### config.mk
export PLATFORM = sky130hd
export DESIGN_NAME = serial_status_top
export DESIGN_NICKNAME = d
export VERILOG_FILES = /design/src/serial_pkg.sv /design/src/parity_check.sv /design/src/bit_rate_gen.sv /design/src/serial_status_top.sv
export VERILOG_INCLUDE_DIRS = /design/src
export SDC_FILE = /design/constraint.sdc
export NUM_CORES = 1
export LEC_CHECK = 0
export ABC_CLOCK_PERIOD_IN_PS = 2680
export BUFFER_PORTS_ARGS = -buffer_cell sky130_fd_sc_hd__buf_4
export CORE_MARGIN = 2
export CORE_UTILIZATION = 34
export CTS_BUF_LIST = sky130_fd_sc_hd__clkbuf_4 sky130_fd_sc_hd__clkbuf_8
export DETAILED_ROUTE_END_ITERATION = 16
export GPL_TIMING_DRIVEN = 0
export PLACE_DENSITY = 0.53
export REMOVE_ABC_BUFFERS = 1
export SETUP_SLACK_MARGIN = 0.1
export SYNTH_ARGS = -nofsm -noshare
export SYNTH_HDL_FRONTEND = slang
export SYNTH_SLANG_ARGS = --single-unit
### constraint.sdc
create_clock -name CLK_SYS -period 2.68 [get_ports CLK_SYS]
set_input_delay 0.536 -clock CLK_SYS [delete_from_list [all_inputs] [get_ports CLK_SYS]]
set_output_delay 0.536 -clock CLK_SYS [all_outputs]
set_load 0.02 [all_outputs]
### src/serial_params.svh
`ifndef SERIAL_PARAMS_SVH
`define SERIAL_PARAMS_SVH
// Data and register port widths
`define SER_DATA_W 8
`define SER_ADDR_W 4
// Register offsets
`define OFS_MODE 4'h0
`define OFS_BRR 4'h1
`define OFS_CTRL 4'h2
`define OFS_TDR 4'h3
`define OFS_STAT 4'h4
`define OFS_RDR 4'h5
`define OFS_ISTS 4'h6
`define OFS_IMASK 4'h7
// Mode register fields
`define MODE_SYNC 7
`define MODE_PAR_EN 5
`define MODE_ODD 4
`define MODE_MP 2
`define MODE_CKS_HI 1
`define MODE_CKS_LO 0
// Control register fields
`define CTL_TE 5
`define CTL_RE 4
// Status register fields
`define ST_TRANSMIT_EMPTY_FLAG 7
`define ST_RECEIVE_FULL_FLAG 6
`define ST_PER 3
`define ST_TRANSMIT_END_FLAG 2
`define ST_MPB 1
`define ST_MP_TX_BIT 0
// Interrupt status and mask fields
`define IRQ_W 4
`define IRQ_RXF 0
`define IRQ_TXE 1
`define IRQ_PER 2
`define IRQ_TRANSMIT_END_FLAG 3
// Reset values
`define BRR_RST 8'hFF
`define MODE_RST 8'h00
`define BYTE_ZERO 8'h00
`define IRQ_ZERO 4'h0
// Baud generator: prescaler limits per clock select, ticks per bit
`define PRE_W 6
`define PRE_LIM0 6'h00
`define PRE_LIM1 6'h03
`define PRE_LIM2 6'h0F
`define PRE_LIM3 6'h3F
`define SUB_W 5
`define SUB_LIM 5'h1F
`endif

### src/serial_pkg.sv
`include "serial_params.svh"
package serial_pkg;
   // Register port request
   typedef struct packed {
      logic [`SER_ADDR_W-1:0] addr;
      logic [`SER_DATA_W-1:0] wdata;
      logic wr;
      logic rd;
      logic transfer_controller;
   } bus_req_t;
   // Received character from the receive shifter
   typedef struct packed {
      logic done;
      logic [`SER_DATA_W-1:0] data;
      logic par;
      logic mp_rx_bit;
   } rx_evt_t;
   // Character handed to the transmit shifter
   typedef struct packed {
      logic start;
      logic [`SER_DATA_W-1:0] data;
      logic mp_en;
      logic mp_bit;
   } tx_req_t;
   // Baud generator state
   typedef struct packed {
      logic [`PRE_W-1:0] pre;
      logic [`SER_DATA_W-1:0] div;
      logic [`SUB_W-1:0] sub;
      logic tick;
      logic bit_tick;
   } baud_state_t;
   // Status, control and register state
   typedef struct packed {
      logic [`SER_DATA_W-1:0] mode;
      logic [`SER_DATA_W-1:0] bit_rate_divisor;
      logic te;
      logic re;
      logic [`SER_DATA_W-1:0] transmit_data_reg;
      logic [`SER_DATA_W-1:0] receive_data_reg;
      logic transmit_empty_flag;
      logic receive_full_flag;
      logic parity_error_flag;
      logic transmit_end_flag;
      logic mp_rx_bit;
      logic mp_tx_bit;
      logic arm_transmit_empty_flag;
      logic arm_receive_full_flag;
      logic arm_per;
      logic tx_busy;
      logic [`IRQ_W-1:0] ists;
      logic [`IRQ_W-1:0] imask;
      logic [`SER_DATA_W-1:0] rdata;
      logic irq;
      tx_req_t tx;
      logic rx_blk;
      logic tx_blk;
   } ctl_state_t;
endpackage

### src/parity_check.sv
`timescale 1ns/1ps
`default_nettype none
`include "serial_params.svh"
// Flags a character whose one count disagrees with the chosen parity
module parity_check (
   // Character and its parity bit
   input wire logic [`SER_DATA_W-1:0] data,
   input wire logic par,
   // One selects odd parity
   input wire logic odd,
   // High on mismatch
   output logic err
);
   // Odd total count of ones is right only for odd parity
   assign err = ((^data) ^ par) != odd;
endmodule
`default_nettype wire

### src/bit_rate_gen.sv
`timescale 1ns/1ps
`default_nettype none
`include "serial_params.svh"
// Per-channel baud generator: prescaler, divisor, bit subdivider
module bit_rate_gen (
   // Clock and reset
   input wire logic clk,
   input wire logic rst,
   // Run while either direction is enabled
   input wire logic run,
   // Clock select and divisor
   input wire logic [1:0] cks,
   input wire logic [`SER_DATA_W-1:0] bit_rate_divisor,
   // Sampling tick and bit tick
   output logic tick,
   output logic bit_tick
);
   import serial_pkg::*;
   baud_state_t st_r;
   baud_state_t st_nxt;
   logic [`PRE_W-1:0] pre_lim;
   // Prescaler limit from clock select, 4 to the power n minus one
   always_comb begin
      unique case (cks)
         2'h0: pre_lim = `PRE_LIM0;
         2'h1: pre_lim = `PRE_LIM1;
         2'h2: pre_lim = `PRE_LIM2;
         2'h3: pre_lim = `PRE_LIM3;
      endcase
   end
   // Bit time is 32 * 4^n * (divisor + 1) system clocks
   always_comb begin
      st_nxt = st_r;
      st_nxt.tick = 1'b0;
      st_nxt.bit_tick = 1'b0;
      if (!run) begin
         // Idle: hold everything at the start of a bit
         st_nxt.pre = '0;
         st_nxt.div = '0;
         st_nxt.sub = '0;
      end else if (st_r.pre != pre_lim) begin
         st_nxt.pre = st_r.pre + 1'b1;
      end else begin
         st_nxt.pre = '0;
         if (st_r.div < bit_rate_divisor) begin
            st_nxt.div = st_r.div + 1'b1;
         end else begin
            st_nxt.div = '0;
            st_nxt.tick = 1'b1;
            st_nxt.sub = st_r.sub + 1'b1;
            st_nxt.bit_tick = (st_r.sub == `SUB_LIM);
         end
      end
   end
   // State register
   always_ff @(posedge clk) begin
      if (rst) begin
         st_r <= '0;
      end else begin
         st_r <= st_nxt;
      end
   end
   assign tick = st_r.tick;
   assign bit_tick = st_r.bit_tick;
endmodule
`default_nettype wire

### src/serial_status_top.sv
`timescale 1ns/1ps
`default_nettype none
`include "serial_params.svh"
module serial_status_top (
   // Clock and reset
   input wire logic CLK_SYS,
   input wire logic RST,
   // Low power states
   input wire logic STANDBY,
   input wire logic MODULE_STOP,
   // Register port
   input wire serial_pkg::bus_req_t BUS_REQ,
   output logic [`SER_DATA_W-1:0] BUS_RDATA,
   // Receive shifter
   input wire serial_pkg::rx_evt_t RX_EVT,
   // Transmit shifter
   input wire logic TX_LAST_BIT,
   output serial_pkg::tx_req_t TX_REQ,
   // Channel control
   output logic RX_ENABLE,
   output logic TX_ENABLE,
   output logic SYNC_MODE,
   output logic RX_BLOCK,
   output logic TX_BLOCK,
   // Baud timing
   output logic BAUD_TICK,
   output logic BIT_TICK,
   // Interrupt
   output logic IRQ
);
   import serial_pkg::*;

   ctl_state_t st_r; // Whole register state
   ctl_state_t st_nxt; // Its next value
   logic par_err; // Parity mismatch of incoming char
   logic wr_hit; // Write strobe present
   logic rd_hit; // Read strobe present
   logic sync_m; // Clocked synchronous mode
   logic mp_m; // Multiprocessor format
   logic rx_take; // Character accepted this cycle
   logic tx_go; // Character launched this cycle
   logic [`SER_DATA_W-1:0] wd; // Write data alias
   logic [`SER_DATA_W-1:0] stat_v; // Assembled status byte

   assign wr_hit = BUS_REQ.wr;
   assign rd_hit = BUS_REQ.rd;
   assign wd = BUS_REQ.wdata;
   assign sync_m = st_r.mode[`MODE_SYNC];
   assign mp_m = st_r.mode[`MODE_MP] && !sync_m;

   // Parity of each received character
   parity_check u_par (
      .data(RX_EVT.data),
      .par(RX_EVT.par),
      .odd(st_r.mode[`MODE_ODD]),
      .err(par_err)
   );

   // Own generator instance per channel, fed by its own divisor
   bit_rate_gen u_brg (
      .clk(CLK_SYS),
      .rst(RST),
      .run(st_r.te || st_r.re),
      .cks(st_r.mode[`MODE_CKS_HI:`MODE_CKS_LO]),
      .bit_rate_divisor(st_r.bit_rate_divisor),
      .tick(BAUD_TICK),
      .bit_tick(BIT_TICK)
   );

   // Reception is refused while a parity error is pending
   assign rx_take = RX_EVT.done && st_r.re && !st_r.parity_error_flag;
   // Launch when data waits, shifter idle and not blocked
   assign tx_go = st_r.te && !st_r.transmit_empty_flag && !st_r.tx_busy
      && !st_r.tx_blk;

   // Status byte as software sees it
   always_comb begin
      stat_v = `BYTE_ZERO;
      stat_v[`ST_TRANSMIT_EMPTY_FLAG] = st_r.transmit_empty_flag;
      stat_v[`ST_RECEIVE_FULL_FLAG] = st_r.receive_full_flag;
      stat_v[`ST_PER] = st_r.parity_error_flag;
      stat_v[`ST_TRANSMIT_END_FLAG] = st_r.transmit_end_flag;
      stat_v[`ST_MPB] = st_r.mp_rx_bit;
      stat_v[`ST_MP_TX_BIT] = st_r.mp_tx_bit;
   end

   // Next state: software accesses first, hardware events last
   always_comb begin
      st_nxt = st_r;
      st_nxt.tx.start = 1'b0;
      st_nxt.rdata = `BYTE_ZERO;

      // Register reads, answered in the following cycle
      if (rd_hit) begin
         unique case (BUS_REQ.addr)
            `OFS_MODE: st_nxt.rdata = st_r.mode;
            `OFS_BRR: st_nxt.rdata = st_r.bit_rate_divisor;
            `OFS_CTRL: begin
               st_nxt.rdata[`CTL_TE] = st_r.te;
               st_nxt.rdata[`CTL_RE] = st_r.re;
            end
            `OFS_TDR: st_nxt.rdata = st_r.transmit_data_reg;
            `OFS_STAT: begin
               st_nxt.rdata = stat_v;
               // Remember which flags were seen set
               st_nxt.arm_transmit_empty_flag = st_r.transmit_empty_flag;
               st_nxt.arm_receive_full_flag = st_r.receive_full_flag;
               st_nxt.arm_per = st_r.parity_error_flag;
            end
            `OFS_RDR: st_nxt.rdata = st_r.receive_data_reg;
            `OFS_ISTS: st_nxt.rdata[`IRQ_W-1:0] = st_r.ists;
            `OFS_IMASK: st_nxt.rdata[`IRQ_W-1:0] = st_r.imask;
            // Unmapped offsets read as zero
            default: st_nxt.rdata = `BYTE_ZERO;
         endcase
      end

      // Register writes
      if (wr_hit) begin
         unique case (BUS_REQ.addr)
            `OFS_MODE: st_nxt.mode = wd;
            `OFS_BRR: st_nxt.bit_rate_divisor = wd;
            `OFS_CTRL: begin
               st_nxt.te = wd[`CTL_TE];
               st_nxt.re = wd[`CTL_RE];
            end
            `OFS_TDR: begin
               st_nxt.transmit_data_reg = wd;
               // Transfer controller write also empties the flags
               if (BUS_REQ.transfer_controller) begin
                  st_nxt.transmit_empty_flag = 1'b0;
                  st_nxt.transmit_end_flag = 1'b0;
               end
            end
            `OFS_STAT: begin
               // Zero clears only after the flag was read as one
               if (!wd[`ST_PER] && st_r.arm_per) begin
                  st_nxt.parity_error_flag = 1'b0;
                  st_nxt.arm_per = 1'b0;
               end
               if (!wd[`ST_RECEIVE_FULL_FLAG] && st_r.arm_receive_full_flag) begin
                  st_nxt.receive_full_flag = 1'b0;
                  st_nxt.arm_receive_full_flag = 1'b0;
               end
               if (!wd[`ST_TRANSMIT_EMPTY_FLAG] && st_r.arm_transmit_empty_flag) begin
                  st_nxt.transmit_empty_flag = 1'b0;
                  st_nxt.transmit_end_flag = 1'b0;
                  st_nxt.arm_transmit_empty_flag = 1'b0;
               end
               // End flag and received bit are read-only
               st_nxt.mp_tx_bit = wd[`ST_MP_TX_BIT];
            end
            // Sticky interrupt bits clear by writing one
            `OFS_ISTS: st_nxt.ists = st_r.ists & ~wd[`IRQ_W-1:0];
            `OFS_IMASK: st_nxt.imask = wd[`IRQ_W-1:0];
            // Writes elsewhere are dropped
            default: st_nxt.mode = st_r.mode;
         endcase
      end

      // Receive: flags untouched when only the enable drops
      if (rx_take) begin
         st_nxt.receive_data_reg = RX_EVT.data;
         if (st_r.mode[`MODE_PAR_EN] && !sync_m && par_err) begin
            st_nxt.parity_error_flag = 1'b1;
            st_nxt.ists[`IRQ_PER] = 1'b1;
         end else begin
            st_nxt.receive_full_flag = 1'b1;
            st_nxt.ists[`IRQ_RXF] = 1'b1;
         end
         if (mp_m) begin
            st_nxt.mp_rx_bit = RX_EVT.mp_rx_bit;
         end
      end

      // Transmit launch: data moves to the shifter
      if (tx_go) begin
         st_nxt.tx.start = 1'b1;
         st_nxt.tx.data = st_r.transmit_data_reg;
         st_nxt.tx.mp_en = mp_m;
         // Bit is only meaningful in asynchronous multiprocessor use
         st_nxt.tx.mp_bit = mp_m && st_r.mp_tx_bit;
         st_nxt.transmit_empty_flag = 1'b1;
         st_nxt.tx_busy = 1'b1;
         st_nxt.ists[`IRQ_TXE] = 1'b1;
      end

      // Last bit out: end only when nothing waits in the data reg
      if (TX_LAST_BIT && st_r.tx_busy) begin
         st_nxt.tx_busy = tx_go;
         if (st_r.transmit_empty_flag && !tx_go) begin
            st_nxt.transmit_end_flag = 1'b1;
            st_nxt.ists[`IRQ_TRANSMIT_END_FLAG] = 1'b1;
         end
      end

      // Disabled transmitter always reports end
      if (!st_r.te) begin
         st_nxt.transmit_end_flag = 1'b1;
         st_nxt.tx_busy = 1'b0;
      end

      // Low power entry forces the divisor back to all ones
      if (STANDBY || MODULE_STOP) begin
         st_nxt.bit_rate_divisor = `BRR_RST;
      end

      // Receive block follows the pending parity error, transmit block only in sync mode
      st_nxt.rx_blk = st_nxt.parity_error_flag;
      st_nxt.tx_blk = st_nxt.parity_error_flag && st_nxt.mode[`MODE_SYNC];

      // Level interrupt, registered so the pin is glitch free
      st_nxt.irq = |(st_nxt.ists & st_nxt.imask);
   end

   // State register, reset values spelt out per field
   always_ff @(posedge CLK_SYS) begin
      if (RST) begin
         st_r.mode <= `MODE_RST;
         st_r.bit_rate_divisor <= `BRR_RST;
         st_r.te <= 1'b0;
         st_r.re <= 1'b0;
         st_r.transmit_data_reg <= `BYTE_ZERO;
         st_r.receive_data_reg <= `BYTE_ZERO;
         st_r.transmit_empty_flag <= 1'b1;
         st_r.receive_full_flag <= 1'b0;
         st_r.parity_error_flag <= 1'b0;
         st_r.transmit_end_flag <= 1'b1;
         st_r.mp_rx_bit <= 1'b0;
         st_r.mp_tx_bit <= 1'b0;
         st_r.arm_transmit_empty_flag <= 1'b0;
         st_r.arm_receive_full_flag <= 1'b0;
         st_r.arm_per <= 1'b0;
         st_r.tx_busy <= 1'b0;
         st_r.ists <= `IRQ_ZERO;
         st_r.imask <= `IRQ_ZERO;
         st_r.rdata <= `BYTE_ZERO;
         st_r.irq <= 1'b0;
         st_r.tx <= '0;
         st_r.rx_blk <= 1'b0;
         st_r.tx_blk <= 1'b0;
      end else begin
         st_r <= st_nxt;
      end
   end

   // Outputs straight from the state register
   assign BUS_RDATA = st_r.rdata;
   assign TX_REQ = st_r.tx;
   assign RX_ENABLE = st_r.re;
   assign TX_ENABLE = st_r.te;
   assign SYNC_MODE = st_r.mode[`MODE_SYNC];
   assign RX_BLOCK = st_r.rx_blk;
   assign TX_BLOCK = st_r.tx_blk;
   assign IRQ = st_r.irq;
endmodule
`default_nettype wire

==> results.md, run 1 <==
- Vias/cell: 4.977
- Core area: between 10,000 and 15,000 um^2
- Fin crit period: between 2000 and 2500 ps
- Placed cells: about 690
- Tcrit/Tclk final: roughly 88%
- Synth top area cells: dfxtp_1 (44%), nand2_1 (7.6%), a21oi_1 (5.6%)
- CP Cell Sequence: buf_4 > nand2b_1 > nor3_1 > nand2_1 > nor3b_1 > o22a_1 > nor3_1
- Commonest cells in the netlist: dfxtp_1 (94), nand2_1 (86), a21oi_1 (48), nor2_1 (43), nand3_1 (25)
- Count leader, synth: dfxtp_1
- Pre-CTS WS: -5.616 ps
- Largest net degree at the start of global routing: 61
- Detailed Place HPWL: slightly below 8 mm
- Initial drt markers: between 200 and 250
- Yosys top cell area share: ~44%
- Rows: 40
- Wire length per cell: 15.16 um
- RSZ-0062 raised after global routing: false
- Num CTS Buffers: 9
- Hold Path Class: input port to register
- Slew Limit Fails: 0
- Sink Count: 94
- Drc violations: 0
- Slew margin rel.: approximately 34%
- Syn_area_per_cell: about 8.5 um^2
- Seq/Total Area, Yosys: between 40% and 50%
- TritonCTS clock tree: yes
- Fin cells: between 700 and 800
- Crit-path most repeated cell: nor3_1
- Die H: ~120 um
- Core Util, Final: between 40% and 50%
- Status: completed
- Synth unique cells: 51
- Leading area contributor after synthesis: dfxtp_1
- Initial Utilization: 35.23%
- DIE AREA: ~13,000 um^2
- IO buf count: 57
- Final Hold Viols: 0
- Ratio of cells with drive above 1 in the final layout: roughly 16%
- Register bit count reported by yosys: 94
- Clock Skews: 11.55 ps
- Fin Setup TNS: 0 ps
- Critical path class: input port to register
- Resized Gates After CTS: 0
- Ports: 58
- Htree depth: 3
- Clk root buf: clkbuf_8
- Nets: between 500 and 600
- EDFF count, synth: 0
- Main synth FF type: dfxtp_1
- DRT Pass-1 Iters: 4
- Final Wtd Congestion: slightly below 0.9
- Crit path capture type: register
- Worst endpoint required time: 2890 ps
- Async SR Flop Fraction: 0%
- Hold-fix buffers, CTS: 0
- Peak supply drop: ~0.00021 V
- Max cap viols: 0
- Achievable frequency: between 400 and 500 MHz
- Vias in the first global route: about 3,300
- Largest stage delay on the critical path: between 600 and 700 ps
- CTS clock-pin slew for the worst setup and hold paths: ~100 ps
- Worst endpoint data arrival time: about 2600 ps
- Count of final setup violators: 0
- Die width: ~120 um
- CP startpoint kind: input port
- Area growth, synth to finish: 15.16%
- Clock Path Buffers: 2
- Pwr/cell area: around 500 nW/um^2
- # Post-CTS Setup Buffers: 0
- Antenna violations before repair: 0
- Fillcell total: ~1,300
- YS warnings: 0
- GR Util All Layers: between 10% and 20%
- Final WL: 10.74 mm
- Grt ovf: 0
- First-pass GRT wire length: about 17 mm
- Post-Syn Instances: approximately 500
- Critical-path maximum fanout: 11
- Leakage power: about 1.9 nW
- Slowest CP cell: nor3_1
- Vias: approximately 3,500
- Final ANT Viol Nets: 0
- ANT cells: 0
- Least-Margin Pin Slew: ~1000 ps
- Clk_lat worst skew: about 370 ps
- Setup WS post-layout: between 300 and 400 ps
- Mapped cell area: roughly 4300 um^2
-- path summary, 6_finish.rpt --
check | startpoint | end | slack, ps | cells after the start
max | BUS_REQ[14] | TX_BLOCK | 330 | 7
min | RX_EVT[0] | st_r[35] | 410 | 3
max reg2reg | u_brg.st_r[17] | u_brg.st_r[5] | 440 | 6
min reg2reg | TX_REQ[1] | TX_REQ[1] | 460 | 2
-- area by class of cell --
cell class,instances,area (um^2),share of cell area (%)
repair buffers,60,450.4,9.167
multi-input cells,356,2132,43.39
clock buffers,11,145.1,2.954
flip-flops and latches,94,1882,38.30
well taps,168,210.2,4.278
clock inverters,5,41.29,0.8403
inverters,14,52.55,1.070
-- power breakdown --
group,switching (W),internal [W]
logic,0.0000973,0.0000693
clock network,0.000515,0.000381
registers,0.00000711,0.00140
-- critical path, delay by kind of cell --
family          cells  cell delay [ps]
buf+inv             1              160
compound gates      1              210
simple gates        5             1650
-- registers in the layout (all words and copies together) (netlist names) --
name	flops
TX_REQ	11
TX_BLOCK	1
u_brg.tick	1
IRQ	1
u_brg.st_r	19
u_brg.bit_tick	1
RX_BLOCK	1
BUS_RDATA	8
TX_ENABLE	1
RX_ENABLE	1
st_r	48
SYNC_MODE	1
-- metrics by stage --
| step | instance area (um^2) | hold slack [ps] | power, W |
|---|---|---|---|
| after global routing | 4913 | 402.4 | 0.002579 |
| after detailed placement | 4727 | 448.5 | 0.001608 |
| after global placement | 4681 | 443.4 | 0.001604 |
| after CTS | 4913 | 394.3 | 0.002505 |
| after floorplan | 4043 | 427.8 | 0.001508 |
| final | 4913 | 414.0 | 0.002473 |
-- logic make-up (layout without fill, tap and decap cells) --
| group | Yosys count | after routing | synth area share (%) |
|---|---|---|---|
| fa+ha+maj | 11 | 11 | 3.226 |
| simple gates | 205 | 205 | 22.29 |
| compound gates | 102 | 102 | 15.19 |
| mux | 17 | 17 | 4.076 |
| flops | 94 | 94 | 44.11 |
| xor+xnor | 21 | 21 | 4.633 |
| buf+inv | 54 | 90 | 6.481 |
-- cells in the final DEF, fill, tap and decap left out, types with 4 or more instances in the layout --
cell type  netlist  final
a21oi_1         48     48
a22o_1           4      4
a22oi_1          8      8
a31oi_1          7      7
and3_1           7      7
buf_4           19     60
clkbuf_8         0     10
dfxtp_1         94     94
ha_1            11     11
inv_1           14     14
mux2i_1         14     14
nand2_1         86     86
nand2b_1         5      5
nand3_1         25     25
nor2_1          43     43
nor2b_1          7      7
nor3_1          10      9
nor3b_1          4      4
o211ai_1         9      9
o21ai_0          5      5
xnor2_1          9      9
xor2_1          11     11
-- per-layer routing --
metal,wire length [um],vias to the layer above,GRT usage [%]
met4,176,0,6.905
met2,4542,99,24.91
met3,600,11,2.981
li1,-,1795,-
met5,0,-,0
met1,5416,1619,25.02
Power figures use the tool's default switching activity.
==> run 2, diff against run 1 <==
PLACE_DENSITY = 0.59   (was 0.53)
SLEW_MARGIN = 20   (was unset)
==> run 2 against run 1 <==
Effect of this change: maximum frequency up 0.46%; flip-flop and latch count unchanged; worst setup slack better by 11 ps; sequential power about the same; hold slack better by 10 ps; clock skew up 2.3 ps; combinational power about the same; count of clock-buffer cells in the layout up 2; routed wire length down 1.0%; critical path depth down 1; cell count unchanged; register-to-register slack worse by 30 ps.
==> results.md, run 2 (synthesized netlist as in run 1, its figures left out) <==
- Status: completed (unchanged)
- Ratio of cells with drive above 1 in the final layout: 16.11% (unchanged)
- Fin cells: 708 (unchanged)
- Least-Margin Pin Slew: 1002 ps (was 984.7 ps)
- Detailed Place HPWL: 7.756 mm (was 7.956 mm)
- Clock Path Buffers: 2 (unchanged)
- Slew margin rel.: 32.72% (was 33.85%)
- Initial Utilization: 35.23% (unchanged)
- Most flops, register: st_r (unchanged)
- Resized Gates After CTS: 0 (unchanged)
- Met2 routed WL: 4.674 mm (was 4.542 mm)
- Num CTS Buffers: 9 (unchanged)
- Vias in the first global route: 3,523 (was 3,305)
- Final WL: 10.62 mm (was 10.74 mm)
- CP startpoint kind: input port (unchanged)
- Die H: 116.0 um (unchanged)
- Core area: 12,110 um^2 (unchanged)
- Clock Skews: 13.84 ps (was 11.55 ps)
- Tcrit/Tclk final: 87.43% (was 87.83%)
- Fillcell total: 1,258 (was 1,284)
- Area growth, synth to finish: 15.19% (was 15.16%)
- Slew Limit Fails: 0 (unchanged)
- Peak supply drop: 0.0002275 V (was 0.0002105 V)
- Worst endpoint required time: 2910 ps (was 2890 ps)
- Final ANT Viol Nets: 0 (unchanged)
- Most common cell after layout, fill and taps aside: dfxtp_1 (unchanged)
- Fin crit period: 2343 ps (was 2354 ps)
- Die width: 116.0 um (unchanged)
- First-pass GRT wire length: 17.70 mm (was 17.49 mm)
- Htree depth: 3 (unchanged)
- TritonCTS clock tree: yes (unchanged)
- Drc violations: 0 (unchanged)
- Rows: 40 (unchanged)
- RSZ-0062 raised after global routing: false (unchanged)
- Hold-fix buffers, CTS: 0 (unchanged)
- Nets: 578 (was 577)
- Wire length per cell: 15.01 um (was 15.16 um)
- Placed cells: 693 (was 692)
- Leakage power: 1.920 nW (was 1.912 nW)
- Max FFs per register: 48 (unchanged)
- IO buf count: 57 (unchanged)
- Final Wtd Congestion: 0.8934 (was 0.8704)
- Crit path capture type: register (unchanged)
- Clk root buf: clkbuf_8 (unchanged)
- Post-DP Area: 4732 um^2 (was 4727 um^2)
- Largest net degree at the start of global routing: 61 (unchanged)
- Pwr/cell area: 503.3 nW/um^2 (about the same)
- ANT cells: 0 (unchanged)
- Clk_lat worst skew: 360 ps (was 370 ps)
- Max layer used: met4 (unchanged)
- Initial drt markers: 273 (was 206)
- Antenna violations before repair: 0 (unchanged)
- Critical-path maximum fanout: 18 (was 11)
- CTS clock-pin slew for the worst setup and hold paths: 90 ps (was 100 ps)
- Most frequent cells in the layout: dfxtp_1 (94), nand2_1 (86), buf_4 (60) (unchanged)
- Ports: 58 (unchanged)
- Pre-CTS WS: 74.24 ps (was -5.616 ps)
- Vias/cell: 5.095 (was 4.977)
- Final Hold Viols: 0 (unchanged)
- Fin Setup TNS: 0 ps (unchanged)
- Sink Count: 94 (unchanged)
- Final total power: 0.002473 W (about the same)
- Grt ovf: 0 (unchanged)
- Count of final setup violators: 0 (unchanged)
- GR Util All Layers: 17.00% (was 17.11%)
- DIE AREA: 13,460 um^2 (unchanged)
- Setup WS post-layout: 336.9 ps (was 326.1 ps)
- Vias: 3,607 (was 3,524)
- Met3 Wirelength: 577 um (was 600 um)
- Worst endpoint data arrival time: 2570 ps (about the same)
- # Post-CTS Setup Buffers: 0 (unchanged)
- DRT Pass-1 Iters: 5 (was 4)
- Max cap viols: 0 (unchanged)
- Post-route design area: 4915 um^2 (was 4913 um^2)
- Hold Path Class: input port to register (unchanged)
- Critical path class: input port to register (unchanged)
- Achievable frequency: 426.8 MHz (was 424.8 MHz)
- Wl on met1: 5.202 mm (was 5.416 mm)
run 2: cell count changes in the layout (fill, tap and decap cells not counted), sizes merged:
cell / change
clkinv: -1
clkinvlp: -1
buf: +1
clkbuf: +2
inv: -1
run 2: path summary, 6_finish.rpt:
| path | from | to | slack, ps | cells after the start |
|---|---|---|---|---|
| max | BUS_REQ[11] | TX_BLOCK | 340 | 6 |
| min | RX_EVT[5] | st_r[43] | 420 | 3 |
| max reg2reg | u_brg.st_r[17] | u_brg.st_r[5] | 410 | 6 |
| min reg2reg | TX_REQ[0] | TX_REQ[0] | 460 | 2 |
run 2: metal layers:
layer	global-route usage, %	up-vias
met5	0	-
met4	6.032	0
met3	2.824	11
met2	26.08	99
met1	24.18	1705
li1	-	1792
run 2: final cells by class:
| class | count | area [um^2] | share of cell area [%] |
|---|---|---|---|
| clock buffer | 13 | 166.4 | 3.386 |
| clock inverter | 2 | 16.27 | 0.3310 |
| inverter | 14 | 52.55 | 1.069 |
| multi-input combinational | 356 | 2132 | 43.38 |
| sequential | 94 | 1882 | 38.29 |
| tap | 168 | 210.2 | 4.277 |
| timing repair buffer | 61 | 455.4 | 9.267 |
run 2: through the flow:
stage	utilization (%)	hold WS [ps]
2_1_floorplan	-	427.8
3_3_place_gp	38.65	442.8
3_5_place_dp	39.07	449.0
4_1_cts	40.58	408.8
5_1_grt	40.58	424.0
6_report	40.58	424.0
run 2: worst max-delay path, stage by stage:
cell and delay (ps):
buf_4 180, nor4_2 750, buf_4 290, nand2_1 240, mux2i_1 210, nor3_1 350
run 2: power by group:
part / switching [W] / internal, W
combinational: 0.0000983 / 0.0000697
clock: 0.000487 / 0.000408
sequential: 0.00000717 / 0.00140
total: 0.000593 / 0.00188
